==> src/dgm_regs.vh <==
// Constants for the shared GPIO / audio / SPI pin multiplexer.
// Included by the pin mux module; definitions only.
`ifndef DGM_REGS_VH
`define DGM_REGS_VH

// Function select codes per pin, 2 bits wide
`define DGM_FN_GPIO 2'h0
`define DGM_FN_ALT 2'h1
`define DGM_FN_W 2

// Pin group sizes
`define DGM_STD_N 5
`define DGM_FAST_N 4
`define DGM_REG_N 4

// Reset output levels and enables
`define DGM_STD_OUT_RST 5'h00
`define DGM_STD_OE_RST 5'h1F
`define DGM_FAST_OUT_RST 4'h0
`define DGM_FAST_OE_RST 4'h0
`define DGM_REG_OUT_RST 4'h0
`define DGM_REG_OE_RST 4'hF

// Standard pin positions in the 5-bit bus: pins 0,1,2,3,9
`define DGM_STD_P0 0
`define DGM_STD_P1 1
`define DGM_STD_P2 2
`define DGM_STD_P3 3
`define DGM_STD_P9 4

// Fast pin positions: SPI roles
`define DGM_FAST_SDO 0
`define DGM_FAST_SDI 1
`define DGM_FAST_SCK 2
`define DGM_FAST_SEL 3

// Register-only pin positions: pins 5..8
`define DGM_REG_P5 0
`define DGM_REG_P6 1
`define DGM_REG_P7 2
`define DGM_REG_P8 3

`endif

==> src/dgm_pin_cell.v <==
// One muxed pin cell: registered output, enable and input sample.
// Assumes the pin pad resolves level from out/oe; input is asynchronous.
`timescale 1ns/100ps
`default_nettype none

module dgm_pin_cell #(
  parameter RST_OUT = 1'b0,
  parameter RST_OE = 1'b0
) (
  input wire sys_clk, // System clock
  input wire rst, // Synchronous reset, high
  input wire hold_default, // Force reset defaults
  input wire alt_sel, // Alternate function selected
  input wire alt_out, // Alternate function output level
  input wire alt_oe, // Alternate function drives pin
  input wire gp_out, // GPIO output level
  input wire gp_oe, // GPIO output enable
  input wire pin_in, // Pad input level
  output reg pin_out, // Pad output level
  output reg pin_oe, // Pad output enable
  output wire pin_sync // Synchronised pad level
);

  reg meta_reg;
  reg sync_reg;

  always @(posedge sys_clk) begin
    if (rst || hold_default) begin
      pin_out <= RST_OUT;
      pin_oe <= RST_OE;
    end else if (alt_sel) begin
      pin_out <= alt_out;
      pin_oe <= alt_oe;
    end else begin
      pin_out <= gp_out;
      pin_oe <= gp_oe;
    end
  end

  // Two stages before anything reads the pad
  always @(posedge sys_clk) begin
    if (rst) begin
      meta_reg <= 1'b0;
      sync_reg <= 1'b0;
    end else begin
      meta_reg <= pin_in;
      sync_reg <= meta_reg;
    end
  end

  assign pin_sync = sync_reg;

endmodule

`default_nettype wire

==> src/dgm_pin_mux.v <==
// Pin function multiplexer for standard, fast and register-only GPIO pins.
// Assumes a register block outside supplies function selects and GPIO levels.
//
// Functional notes
// RULE1: Standard pins 0,1,2,3,9 reset to GPIO driving low.
// RULE2: Fast pins reset to GPIO with output tri-stated.
// RULE3: Fast pin functions exist only in dual-link mode.
// RULE4: Pins 5..8 controlled only by register writes; reset GPIO low.
// RULE5: Function choice comes only from register select bits.
// RULE6: Pins 5..8 audio slave role: data A, B, word clock, bit clock outputs; the code puts data B on pin 5 and data A on pin 6.
// RULE7: Software disables jitter cleaner before using slave clock outputs.
// RULE8: Fast pins 0..3 carry SPI data-out, data-in, clock, select.
// RULE9: Standard pins carry master data, word clock, slave C, slave D, system clock.
// RULE10: Every pin held at defaults while powered down, until registers act.
`timescale 1ns/100ps
`default_nettype none
`include "dgm_regs.vh"

module dgm_pin_mux (
  input wire sys_clk, // System clock, 20 MHz
  input wire rst, // Synchronous reset, high
  input wire power_down, // Device held in power-down
  input wire dual_link, // Dual-link operation active
  input wire [`DGM_STD_N*`DGM_FN_W-1:0] std_fn_sel, // Standard pin function selects
  input wire [`DGM_FAST_N*`DGM_FN_W-1:0] fast_fn_sel, // Fast pin function selects
  input wire [`DGM_REG_N*`DGM_FN_W-1:0] reg_fn_sel, // Register-only pin function selects
  input wire [`DGM_STD_N-1:0] std_gp_out, // Standard GPIO output levels
  input wire [`DGM_STD_N-1:0] std_gp_oe, // Standard GPIO output enables
  input wire [`DGM_FAST_N-1:0] fast_gp_out, // Fast GPIO output levels
  input wire [`DGM_FAST_N-1:0] fast_gp_oe, // Fast GPIO output enables
  input wire [`DGM_REG_N-1:0] reg_gp_out, // Register-only GPIO levels, from register writes
  input wire [`DGM_REG_N-1:0] reg_gp_oe, // Register-only GPIO enables, from register writes
  input wire master_audio_data_out, // Master audio data
  input wire master_word_clock_out, // Master word clock
  input wire master_sys_clock_out, // Master system clock
  input wire slave_audio_data_a, // Slave audio data A
  input wire slave_audio_data_b, // Slave audio data B
  input wire slave_audio_data_c, // Slave audio data C
  input wire slave_audio_data_d, // Slave audio data D
  input wire slave_word_clock_out, // Slave word clock
  input wire slave_bit_clock_out, // Slave bit clock
  input wire spi_data_out, // SPI data to drive out
  input wire spi_serial_clock, // SPI clock to drive out
  input wire spi_select, // SPI select to drive out
  input wire spi_out_en, // SPI end drives its outputs
  output wire spi_data_in, // Synchronised SPI data in
  input wire [`DGM_STD_N-1:0] std_pin_in, // Standard pad inputs
  output wire [`DGM_STD_N-1:0] std_pin_out, // Standard pad outputs
  output wire [`DGM_STD_N-1:0] std_pin_oe, // Standard pad enables
  output wire [`DGM_STD_N-1:0] std_pin_sync, // Standard synchronised inputs
  input wire [`DGM_FAST_N-1:0] fast_gpio_in, // Fast pad inputs
  output wire [`DGM_FAST_N-1:0] fast_gpio_out, // Fast pad outputs
  output wire [`DGM_FAST_N-1:0] fast_gpio_oe, // Fast pad enables
  output wire [`DGM_FAST_N-1:0] fast_gpio_sync, // Fast synchronised inputs
  input wire [`DGM_REG_N-1:0] reg_only_io_in, // Register-only pad inputs
  output wire [`DGM_REG_N-1:0] reg_only_io_out, // Register-only pad outputs
  output wire [`DGM_REG_N-1:0] reg_only_io_oe, // Register-only pad enables
  output wire [`DGM_REG_N-1:0] reg_only_io_sync // Register-only synchronised inputs
);

  // Alternate selected when a pin's field holds the alternate code
  // Codes 0, 2 and 3 all give GPIO, so a stray code never picks an unknown role
  function is_alt;
    input [`DGM_FN_W-1:0] fld;
    begin
      is_alt = (fld == `DGM_FN_ALT);
    end
  endfunction

  reg pd_meta_reg;
  reg pd_sync_reg;
  reg dl_meta_reg;
  reg dl_sync_reg;
  wire [`DGM_STD_N-1:0] std_alt_out;
  wire [`DGM_STD_N-1:0] std_alt_oe;
  wire [`DGM_FAST_N-1:0] fast_alt_out;
  wire [`DGM_FAST_N-1:0] fast_alt_oe;
  wire [`DGM_REG_N-1:0] reg_alt_out;
  wire [`DGM_REG_N-1:0] reg_alt_oe;
  wire [`DGM_STD_N-1:0] std_alt_sel;
  wire [`DGM_FAST_N-1:0] fast_alt_sel;
  wire [`DGM_REG_N-1:0] reg_alt_sel;
  wire hold_std;
  wire hold_fast;

  // Reset levels per pin, split from the packed defaults
  localparam [`DGM_STD_N-1:0] STD_OUT_RST = `DGM_STD_OUT_RST;
  localparam [`DGM_STD_N-1:0] STD_OE_RST = `DGM_STD_OE_RST;
  localparam [`DGM_FAST_N-1:0] FAST_OUT_RST = `DGM_FAST_OUT_RST;
  localparam [`DGM_FAST_N-1:0] FAST_OE_RST = `DGM_FAST_OE_RST;
  localparam [`DGM_REG_N-1:0] REG_OUT_RST = `DGM_REG_OUT_RST;
  localparam [`DGM_REG_N-1:0] REG_OE_RST = `DGM_REG_OE_RST;

  // Power-down and link mode are pins from outside the clock domain
  always @(posedge sys_clk) begin
    if (rst) begin
      pd_meta_reg <= 1'b1;
      pd_sync_reg <= 1'b1;
      dl_meta_reg <= 1'b0;
      dl_sync_reg <= 1'b0;
    end else begin
      pd_meta_reg <= power_down;
      pd_sync_reg <= pd_meta_reg;
      dl_meta_reg <= dual_link;
      dl_sync_reg <= dl_meta_reg;
    end
  end

  // RULE10: hold in power-down
  assign hold_std = pd_sync_reg;
  // RULE3: dual link only
  assign hold_fast = pd_sync_reg | ~dl_sync_reg;

  // RULE9: master/slave audio map
  assign std_alt_out[`DGM_STD_P0] = master_audio_data_out;
  assign std_alt_out[`DGM_STD_P1] = master_word_clock_out;
  assign std_alt_out[`DGM_STD_P2] = slave_audio_data_c;
  assign std_alt_out[`DGM_STD_P3] = slave_audio_data_d;
  assign std_alt_out[`DGM_STD_P9] = master_sys_clock_out;
  assign std_alt_oe = {`DGM_STD_N{1'b1}};

  // RULE8: SPI role order
  // The data-in pad is never driven; its level reaches spi_data_in after two flops
  assign fast_alt_out[`DGM_FAST_SDO] = spi_data_out;
  assign fast_alt_out[`DGM_FAST_SDI] = 1'b0;
  assign fast_alt_out[`DGM_FAST_SCK] = spi_serial_clock;
  assign fast_alt_out[`DGM_FAST_SEL] = spi_select;
  assign fast_alt_oe[`DGM_FAST_SDO] = spi_out_en;
  assign fast_alt_oe[`DGM_FAST_SDI] = 1'b0;
  assign fast_alt_oe[`DGM_FAST_SCK] = spi_out_en;
  assign fast_alt_oe[`DGM_FAST_SEL] = spi_out_en;
  assign spi_data_in = fast_gpio_sync[`DGM_FAST_SDI];

  // RULE6: slave audio outputs, always driven
  assign reg_alt_out[`DGM_REG_P5] = slave_audio_data_b;
  assign reg_alt_out[`DGM_REG_P6] = slave_audio_data_a;
  assign reg_alt_out[`DGM_REG_P7] = slave_word_clock_out;
  assign reg_alt_out[`DGM_REG_P8] = slave_bit_clock_out;
  assign reg_alt_oe = {`DGM_REG_N{1'b1}};

  genvar i;
  generate
    // RULE5: role from select field
    for (i = 0; i < `DGM_STD_N; i = i + 1) begin : g_std_sel
      assign std_alt_sel[i] = is_alt(std_fn_sel[i*`DGM_FN_W +: `DGM_FN_W]);
    end
    for (i = 0; i < `DGM_FAST_N; i = i + 1) begin : g_fast_sel
      assign fast_alt_sel[i] = is_alt(fast_fn_sel[i*`DGM_FN_W +: `DGM_FN_W]);
    end
    for (i = 0; i < `DGM_REG_N; i = i + 1) begin : g_reg_sel
      assign reg_alt_sel[i] = is_alt(reg_fn_sel[i*`DGM_FN_W +: `DGM_FN_W]);
    end

    for (i = 0; i < `DGM_STD_N; i = i + 1) begin : g_std
      // RULE1: standard default low
      // RULE5: register select only
      // RULE10: defaults in power-down
      dgm_pin_cell #(
        .RST_OUT(STD_OUT_RST[i]),
        .RST_OE(STD_OE_RST[i])
      ) u_cell (
        .sys_clk(sys_clk),
        .rst(rst),
        .hold_default(hold_std),
        .alt_sel(std_alt_sel[i]),
        .alt_out(std_alt_out[i]),
        .alt_oe(std_alt_oe[i]),
        .gp_out(std_gp_out[i]),
        .gp_oe(std_gp_oe[i]),
        .pin_in(std_pin_in[i]),
        .pin_out(std_pin_out[i]),
        .pin_oe(std_pin_oe[i]),
        .pin_sync(std_pin_sync[i])
      );
    end

    for (i = 0; i < `DGM_FAST_N; i = i + 1) begin : g_fast
      // RULE2: fast default tri-state
      // RULE3: held off unless dual link
      dgm_pin_cell #(
        .RST_OUT(FAST_OUT_RST[i]),
        .RST_OE(FAST_OE_RST[i])
      ) u_cell (
        .sys_clk(sys_clk),
        .rst(rst),
        .hold_default(hold_fast),
        .alt_sel(fast_alt_sel[i]),
        .alt_out(fast_alt_out[i]),
        .alt_oe(fast_alt_oe[i]),
        .gp_out(fast_gp_out[i]),
        .gp_oe(fast_gp_oe[i]),
        .pin_in(fast_gpio_in[i]),
        .pin_out(fast_gpio_out[i]),
        .pin_oe(fast_gpio_oe[i]),
        .pin_sync(fast_gpio_sync[i])
      );
    end

    for (i = 0; i < `DGM_REG_N; i = i + 1) begin : g_reg
      // RULE4: register-only, default low
      dgm_pin_cell #(
        .RST_OUT(REG_OUT_RST[i]),
        .RST_OE(REG_OE_RST[i])
      ) u_cell (
        .sys_clk(sys_clk),
        .rst(rst),
        .hold_default(hold_std),
        .alt_sel(reg_alt_sel[i]),
        .alt_out(reg_alt_out[i]),
        .alt_oe(reg_alt_oe[i]),
        .gp_out(reg_gp_out[i]),
        .gp_oe(reg_gp_oe[i]),
        .pin_in(reg_only_io_in[i]),
        .pin_out(reg_only_io_out[i]),
        .pin_oe(reg_only_io_oe[i]),
        .pin_sync(reg_only_io_sync[i])
      );
    end
  endgenerate

endmodule

`default_nettype wire

==> config.mk <==
export PLATFORM = sky130hd
export DESIGN_NAME = dgm_pin_mux
export DESIGN_NICKNAME = d
export VERILOG_FILES = /design/src/dgm_pin_cell.v /design/src/dgm_pin_mux.v
export VERILOG_INCLUDE_DIRS = /design/src
export SDC_FILE = /design/constraint.sdc
export NUM_CORES = 1
export LEC_CHECK = 0
export BUFFER_PORTS_ARGS = -buffer_cell sky130_fd_sc_hd__buf_2
export CORE_ASPECT_RATIO = 1.25
export CORE_MARGIN = 2
export CORE_UTILIZATION = 46
export DETAILED_ROUTE_END_ITERATION = 8
export PLACE_DENSITY_LB_ADDON = 0.25
export SLEW_MARGIN = 10
export SYNTH_ARGS = -nofsm -noshare
export SYNTH_HDL_FRONTEND = slang
export SYNTH_SLANG_ARGS = --single-unit
==> constraint.sdc <==
create_clock -name sys_clk -period 2.6 [get_ports sys_clk]
set_clock_uncertainty 0.2 [all_clocks]
set_input_delay 0 -clock sys_clk [delete_from_list [all_inputs] [get_ports sys_clk]]
set_output_delay 0 -clock sys_clk [all_outputs]
set_load 0.1 [all_outputs]
### Word level (Yosys, flattened, before mapping)

Cells that the tools add are included.

* register bits: 56
* output and inout bits: 40

* eq/ne operators: 13
* muxes and demuxes: 15
* bitwise gates (word level): 2
* reduce and logical (&&, ||, !) cells: 12

Operator list (number)
* $eq A2 B1 Y1 const B: 13
* $reduce_or A2 Y1: 10
* $mux W1: 15
* $logic_or A1 B1 Y1: 2
* $not A1 Y1: 1
* $or A1 B1 Y1: 1

### Depth between registers and ports, before layout

Gate-level depths: netlist of the first run.

* depth in word-level cells: 4
* mapped depth: 4
* depth with buffers taken out: 3

### Cells and area by module

Synthesis of the first run repeated with hierarchy kept, for this count alone.

* cell total of the unflattened synthesis: 164
* area total of the unflattened synthesis: 1869.3 um^2

Modules (own cells, without submodules)
* dgm_pin_cell at g_reg[0].u_cell ...: times used 9, cells an instance 11, area each 130.1 um^2, sequential area each 80.1 um^2
* dgm_pin_cell at g_fast[0].u_cell ...: times used 4, cells an instance 10, area each 122.6 um^2, sequential area each 80.1 um^2
* dgm_pin_mux: times used 1, cells an instance 25, area each 207.7 um^2, sequential area each 80.1 um^2

### Worst setup path after synthesis of the first run

No wires, ideal clock.

* path type: reg-to-output
* from: register g_fast[1].u_cell.sync_reg
* to: output port fast_gpio_sync[1]
* data arrival time: 1356 ps
* required time: 2400 ps
* slack: 1044 ps
* cell stages (with the launch flop): 2
* cells stage by stage: dfxtp_1 -> buf_4

RTL lines
* from (decl): RTL line dgm_pin_cell.v:25 `reg sync_reg;`
* from (signal assigned): RTL line dgm_pin_cell.v:47 `sync_reg <= meta_reg;`
* to (decl): RTL line dgm_pin_mux.v:54 `` output wire [`DGM_FAST_N-1:0] fast_gpio_sync, ``

No word-level cell between the ends.

### Final worst setup path of the first run

* from: input port rst
* to: register g_std[4].u_cell.pin_oe

* word-level cells in the longest chain between the ends: 2

Ends and longest elaborated chain
* from (decl): RTL line dgm_pin_mux.v:21 `input wire rst,`
* $logic_or A1 B1 Y1: RTL line dgm_pin_cell.v:28 `if (rst || hold_default) begin`
* $reduce_or A2 Y1 (no line)
* to (signal assigned): RTL line dgm_pin_cell.v:33 `pin_oe <= alt_oe;`
* to (signal assigned): RTL line dgm_pin_cell.v:36 `pin_oe <= gp_oe;`
* to (decl): RTL line dgm_pin_cell.v:20 `output reg pin_oe,`

Every way passes these cells.
A chain may end at the register's enable or synchronous reset.

==> results of run 1 <==
synthesized netlist by cell type:
cell type	number	area, µm²
a21oi_1	3	15.0
and2_1	2	12.5
buf_4	39	293
buf_6	1	11.3
buf_8	1	15.0
clkbuf_1	4	15.0
dfxtp_1	56	1120
inv_1	1	3.75
mux2i_1	13	130
nand2_1	2	7.51
nand2b_1	2	12.5
nand3b_1	2	15.0
nor2_1	13	48.8
nor2b_1	38	238
or2_1	1	6.26
or2_2	2	12.5
or3_1	9	56.3
or3b_1	1	8.76
power by group through the flow:
stage                     logic, W  clock network, W  registers, W
final                     0.000324          0.000564      0.000889
after global routing      0.000345          0.000618      0.000892
after CTS                 0.000317          0.000578      0.000889
after detailed placement  0.000225                 0      0.000908
after global placement    0.000224                 0      0.000908
after floorplan           0.000164                 0      0.000912
what timing repair did:
action / 4_1_cts / 5_1_grt
hold buffers: 84 / 0
hold endpoints to repair: 55 / 0
resized for setup: 0 / 0
kinds of logic (layout without fill, tap and decap cells):
group	after synthesis	count (layout)	share of synthesized area
AOI/OAI and AO/OA	3	3	0.00742
and+or+nand+nor	72	72	0.207
muxes	13	13	0.0644
buffers and inverters	46	214	0.167
DFF	56	56	0.554
metal layers:
layer	share of wire	vias up	track usage	wire, µm
met4	0.018	0	0.0739	93
met2	0.57	75	0.435	2940
met3	0.056	8	0.0530	289
met1	0.36	815	0.210	1870
met5	0	-	0	0
li1	-	889	-	-
worst max-delay path, delay by kind of cell:
kind	cells	cell delay (ns)
buf+inv	3	1.38
simple gates	2	0.92
through the flow:
stage	power (W)	cell area, µm²	instances	setup WS [ns]	hold WS, ns
CTS	0.00178	3320	414	0.314	0.194
global placement	0.00113	2360	322	1.10	-0.0153
floorplan	0.00108	2020	190	1.04	-0.0964
detailed placement	0.00113	2360	322	1.07	-0.0125
global route	0.00186	3320	414	0.187	0.216
finish	0.00178	3320	414	0.298	0.217
layout make-up:
cell class                 instances  share of cell area
timing repair buffer             205               0.436
clock buffer                       5              0.0207
multi-input combinational         88               0.170
clock inverter                     3              0.0143
sequential                        56               0.338
inverter                           1             0.00113
tap                               56              0.0211
path summary, 6_finish.rpt:
path	endpoint	slack (ns)
hold reg to reg	hold_std$_SDFF_PP1_	0.22
setup reg to reg	g_std[4].u_cell.pin_oe$_SDFF_PP1_	0.55
hold / removal	pd_meta_reg$_SDFF_PP1_	0.22
setup / recovery	g_std[4].u_cell.pin_oe$_SDFF_PP1_	0.30
==> flow_summary.toml, run 1 <==
[job]
cap_viol_max_count = 0

[timing]
period_needed_ns = 2.30
min_period_over_period = 0.886
rsz0062_at_grt = "no"
tightest_slew_ns = 0.545
setup_tns_ns = 0
final-setup-viol-count = 0
final-hold-violation-count = 0
fmax_ghz = 0.434
slew_headroom = 0.636
slew_viol_final = 0

[power_and_ir_drop]
p_int_w = 0.00133
combPwrFrac = 0.183
swShare = 0.251
power_leakage_nw = 1.58
ir_drop_mv = 0.568
powerDensity_nw_per_um2 = 535
switchingPower_w = 0.000445
p_seq_frac = 0.500
power.clock.fraction = 0.317

[global_routing]
grt_antenna_before_repair = 0
grt_overflow_total = 0
grt_start_max_net_pins = 33
grt_usage = 0.216
grt_pass1_wl_um = 8380
grt_pass1_vias = 1872

[yosys]
ys_seq_area_frac = 0.554
synthesis.nets = 272
avgSynthCellArea_um2 = 10.6
ys_ff_latch = 56
synth_cells = 190
synth_cell_types = 18
netlist_area_um2 = 2020
ys_warn_count = 0

[detailed_routing]
wl_um = 5200
via_per_inst = 4.32
drc = 0
drt_iter0_markers = 53
drt-wirelength-per-cell_um = 12.6
postRouteAntennaNets = 0
drt-pass1-iter-count = 4
num_vias = 1787

[finish]
final_cell_mix = "121 x buf_2, 84 x dlygate4sd3_1, 56 x dfxtp_1"
diodes = 0
syn_to_final_growth_pct = 64.2
utilization = 0.797
fill_cells = 297
drive_gt1_frac = 0.366
nets = 439
multiInputGateArea_um2 = 563
register_area_um2 = 1120
layout_commonest_cell = "buf_2"

[critical_path]
rr_worst_depth = 3
crit_top_cell = "dlygate4sd3_1"
critPathKind = "input port to flop"
r2r_start = "hold_std$_SDFF_PP1_"
critPathMaxStageDelay_ns = 0.57
cp-end-kind = "flop"
required_ns = 2.59
crit_fanout = 32
cp.arrival_ns = 2.30
cpMaxStageDelayCell = "dlygate4sd3_1"
path_cells = "dlygate4sd3_1 > buf_2 > or2_1 > or3_1 > dlygate4sd3_1"
startpoint = "rst"
crit_path_start_kind = "input port"

[floorplanning]
die_width_um = 63.3
rows = 26
dieArea_um2 = 4950
pin_count = 122
core-area_um2 = 4160
initial_core_util = 0.486
die_y_um = 78.1

[cts]
cts_tree = "built"
cts_htree_levels = 2
clk_latency_ns = 0.30
root_buffer = "clkbuf_8"
clock_sinks = 56
clk_pin_slew_ns = 0.10
clk_path_buf_depth = 2
post_cts_buffers = 0
cts_buffers = 5

[min_path]
min_from = "power_down"
hold_depth = 3
hp-class = "input port to flop"

[place]
io_buffers = 121
dpl.hpwl_um = 2700
gp_congestion = 0.743

[status]
status = "completed"
Power figures use the tool's default switching activity.
==> run 2: changes to the inputs <==
CORE_UTILIZATION = 48   (was 46)
CTS_BUF_LIST = sky130_fd_sc_hd__clkbuf_2 sky130_fd_sc_hd__clkbuf_4 sky130_fd_sc_hd__clkbuf_8   (was default)
==> run 2 against run 1 <==
Worst setup slack worse by 0.053 ns. Highest routed layer unchanged. Worst hold slack better by 0.013 ns. Wire length up 1.2%. Register-to-register slack worse by 0.02 ns. Sequential cell count unchanged.
==> flow_summary.toml, run 2 (synthesized netlist as in run 1, its figures left out) <==
[global_routing]
grt_start_max_net_pins = 33
grt_usage = 0.227
grt_pass1_wl_um = 7850
grt_pass1_vias = 1853
grt_antenna_before_repair = 0
grt_overflow_total = 0

[finish]
register_area_um2 = 1120
final_cell_mix = "121 x buf_2, 84 x dlygate4sd3_1, 56 x dfxtp_1"
multiInputGateArea_um2 = 563
drive_gt1_frac = 0.366
layout_commonest_cell = "buf_2"
nets = 439
diodes = 0
syn_to_final_growth_pct = 64.5
fill_cells = 275

[timing]
rsz0062_at_grt = "no"
tightest_slew_ns = 0.524
worst_slack_ns = 0.245
final-setup-viol-count = 0
min_period_over_period = 0.906
fmax_ghz = 0.425
whs_ns = 0.230
period_needed_ns = 2.36
slew_headroom = 0.651
final-hold-violation-count = 0
setup_tns_ns = 0
slew_viol_final = 0

[power_and_ir_drop]
ir_drop_mv = 0.506
power_leakage_nw = 1.59
power.total_w = 0.00179
powerDensity_nw_per_um2 = 540

[detailed_routing]
wl_um = 5260
via_per_inst = 4.33
drt-pass1-iter-count = 5
drt-wirelength-per-cell_um = 12.7
postRouteAntennaNets = 0
num_vias = 1794
drc = 0
drt_iter0_markers = 29

[critical_path]
crit_family = "buffers and inverters"
critPathMaxStageDelay_ns = 0.58
crit_path_start_kind = "input port"
cp.arrival_ns = 2.34
cp-end-kind = "flop"
cpMaxStageDelayCell = "dlygate4sd3_1"
critPathKind = "input port to flop"
crit_fanout = 32
crit_top_cell = "dlygate4sd3_1"
path_cells = "dlygate4sd3_1 > buf_2 > or2_1 > or3_1 > dlygate4sd3_1"
required_ns = 2.59
critPathBufInv = 3

[place]
gp_congestion = 0.698
dpl.hpwl_um = 2800
io_buffers = 121
place_ws_ns = 1.09

[floorplanning]
die_y_um = 76.6
initial_core_util = 0.497
die_width_um = 62.1
rows = 26
core-area_um2 = 4070
pin_count = 122
dieArea_um2 = 4750

[cts]
clk_latency_ns = 0.30
clock_sinks = 56
root_buffer = "clkbuf_8"
cts_htree_levels = 2
clk_pin_slew_ns = 0.10
cts_tree = "built"
cts_buffers = 5
clk_path_buf_depth = 2
cts.repair.resized = 0

[min_path]
hp-class = "input port to flop"

[status]
status = "completed"

[job]
cap_viol_max_count = 0
## run 2: changes by cell type in the layout (fill, tap and decap cells not counted)
| cell | delta |
|---|---|
| clkinv_4 | -1 |
| clkbuf_8 | +1 |
## run 2: final cells by class
class	count	share of cell area
sequential	56	0.337
clock buffer	6	0.0248
tap	56	0.0211
clock inverter	2	0.0117
timing repair buffer	205	0.435
multi-input combinational	88	0.169
inverter	1	0.00113
## run 2: metal layers
layer / track usage / share of wire
met2: 0.451 / 0.58
met1: 0.181 / 0.33
met4: 0.106 / 0.036
met3: 0.0628 / 0.058
met5: 0 / 0
## run 2: power breakdown
group          switching (W)  internal [W]  total, W
clock               0.000264      0.000315  0.000579
combinational       0.000168      0.000158  0.000326
sequential        0.00000598      0.000883  0.000889
## run 2: worst paths after layout
path / start / end / slack [ns] / depth (start not counted)
worst min-delay path: power_down / pd_meta_reg$_SDFF_PP1_ / 0.23 / 3
worst max register to register: hold_std$_SDFF_PP1_ / g_std[2].u_cell.pin_oe$_SDFF_PP1_ / 0.53 / 3
worst max-delay path: rst / g_std[2].u_cell.pin_oe$_SDFF_PP1_ / 0.24 / 5
worst min register to register: pd_meta_reg$_SDFF_PP1_ / hold_std$_SDFF_PP1_ / 0.23 / 1
## run 2: what timing repair did
| item | CTS | global route |
|---|---|---|
| hold buffers | 84 | 0 |
| endpoints found under the hold margin | 54 | 0 |
| buffers inserted | 0 | 0 |
## run 2: metrics by stage
| stage | std cells | instance area (µm²) | util |
|---|---|---|---|
| floorplan | 190 | 2020 | - |
| global placement | 322 | 2360 | 0.581 |
| detailed placement | 322 | 2360 | 0.581 |
| CTS | 414 | 3330 | 0.818 |
| global route | 414 | 3330 | 0.818 |
| finish | 414 | 3330 | 0.818 |
## run 2: tightest hold or removal path, delay by kind of cell
family,cells,cell delay (ns)
AND/OR/NAND/NOR,1,0.09
buffers and inverters,2,0.62
==> run 3: changes to the inputs <==
SETUP_SLACK_MARGIN = 0.3   (was default)
==> run 3 against run 2 <==
Sequential power hardly changed. Sequential cell count unchanged. Clock power is essentially flat. Power grew 0.20%.
==> flow_summary.toml, run 3 (synthesized netlist as in run 1, its figures left out) <==
[detailed_routing]
wl_um = 5340
drc = 0
drt-wirelength-per-cell_um = 12.9
drt_iter0_markers = 32
postRouteAntennaNets = 0
num_vias = 1819
via_per_inst = 4.38
drt-pass1-iter-count = 4

[place]
gp_congestion = 0.698
dp_cells = 322
io_buffers = 121
dpl.hpwl_um = 2800

[floorplanning]
core-area_um2 = 4070
rows = 26
dieArea_um2 = 4750
pin_count = 122
initial_core_util = 0.497
die_width_um = 62.1
die_y_um = 76.6

[critical_path]
cp-end-kind = "flop"
cp.arrival_ns = 2.21
r2r_start = "hold_std$_SDFF_PP1_"
startpoint = "rst"
required_ns = 2.59
crit_fanout = 20
critPathKind = "input port to flop"
crit_path_start_kind = "input port"

[global_routing]
grt_pass1_wl_um = 8000
grt_pass1_vias = 1886
grt_overflow_total = 0
grt_usage = 0.233
grt_start_max_net_pins = 21
grt_antenna_before_repair = 0

[cts]
cts_tree = "built"
clock_sinks = 56
cts_buffers = 5
clk_path_buf_depth = 2
clk_pin_slew_ns = 0.10
clk_latency_ns = 0.30
cts_htree_levels = 2
post_cts_buffers = 0
root_buffer = "clkbuf_8"

[min_path]
hp-class = "flop to flop"
min_from = "pd_meta_reg$_SDFF_PP1_"

[power_and_ir_drop]
power_leakage_nw = 1.59
powerDensity_nw_per_um2 = 539
ir_drop_mv = 0.504
power.total_w = 0.00180

[finish]
final_cell_mix = "121 x buf_2, 85 x dlygate4sd3_1, 56 x dfxtp_1"
nets = 440
diodes = 0
fin_cells = 415
drive_gt1_frac = 0.368
layout_commonest_cell = "buf_2"
syn_to_final_growth_pct = 65.0

[timing]
tightest_slew_ns = 0.510
final-hold-violation-count = 0
period_needed_ns = 2.22
final-setup-viol-count = 0
setup_tns_ns = 0
slew_viol_final = 0
slew_headroom = 0.663
fmax_ghz = 0.451
min_period_over_period = 0.854
rsz0062_at_grt = "no"

[status]
status = "completed"

[job]
cap_viol_max_count = 0
-- run 3: changes by cell type in the layout (fill, tap and decap cells not counted) --
cell,previous run,this run
or2_2,2,3
dlygate4sd3_1,84,85
or2_1,1,0
-- run 3: power breakdown --
group / switching (W) / internal [W] / total, W
logic: 0.000169 / 0.000159 / 0.000328
registers: 0.00000597 / 0.000883 / 0.000889
clock network: 0.000265 / 0.000315 / 0.000580
-- run 3: repair_timing --
item                                    4_1_cts  5_1_grt
gates resized for setup                       0        1
hold buffers                                 85        0
endpoints found under the hold margin        54        0
endpoints found under the setup margin        0        3
-- run 3: stage by stage --
stage	instance area (µm²)	setup slack [ns]	hold slack (ns)	utilization
floorplan	2020	1.04	-0.0964	-
global placement	2360	1.12	-0.0159	0.581
detailed placement	2360	1.09	-0.0121	0.581
CTS	3340	0.391	0.210	0.820
global route	3340	0.328	0.247	0.820
finish	3340	0.381	0.228	0.820
-- run 3: final timing paths --
path / end / slack, ns / cells after the start
max: g_std[2].u_cell.pin_oe$_SDFF_PP1_ / 0.38 / 5
min: hold_std$_SDFF_PP1_ / 0.23 / 1
min reg2reg: hold_std$_SDFF_PP1_ / 0.23 / 1
max reg2reg: g_std[2].u_cell.pin_oe$_SDFF_PP1_ / 0.57 / 3
-- run 3: cell type report --
| type | count | area [µm²] |
|---|---|---|
| Timing Repair Buffer | 206 | 1460 |
| Fill cell | 271 | 731 |
| Clock buffer | 6 | 82.6 |
| Clock inverter | 2 | 38.8 |
| Sequential cell | 56 | 1120 |
| Inverter | 1 | 3.75 |
| Tap cell | 56 | 70.1 |
| Multi-Input combinational cell | 88 | 563 |
-- run 3: worst max-delay path, stage by stage --
cell,delay [ns]
dlygate4sd3_1,0.53
buf_2,0.23
or2_2,0.45
or3_1,0.41
dlygate4sd3_1,0.58
-- run 3: per-layer routing --
| layer | vias to the layer above | GRT usage | part of all wire |
|---|---|---|---|
| li1 | 888 | - | - |
| met1 | 831 | 0.188 | 0.32 |
| met2 | 80 | 0.454 | 0.58 |
| met3 | 20 | 0.0611 | 0.058 |
| met4 | 0 | 0.123 | 0.041 |
| met5 | - | 0 | 0 |
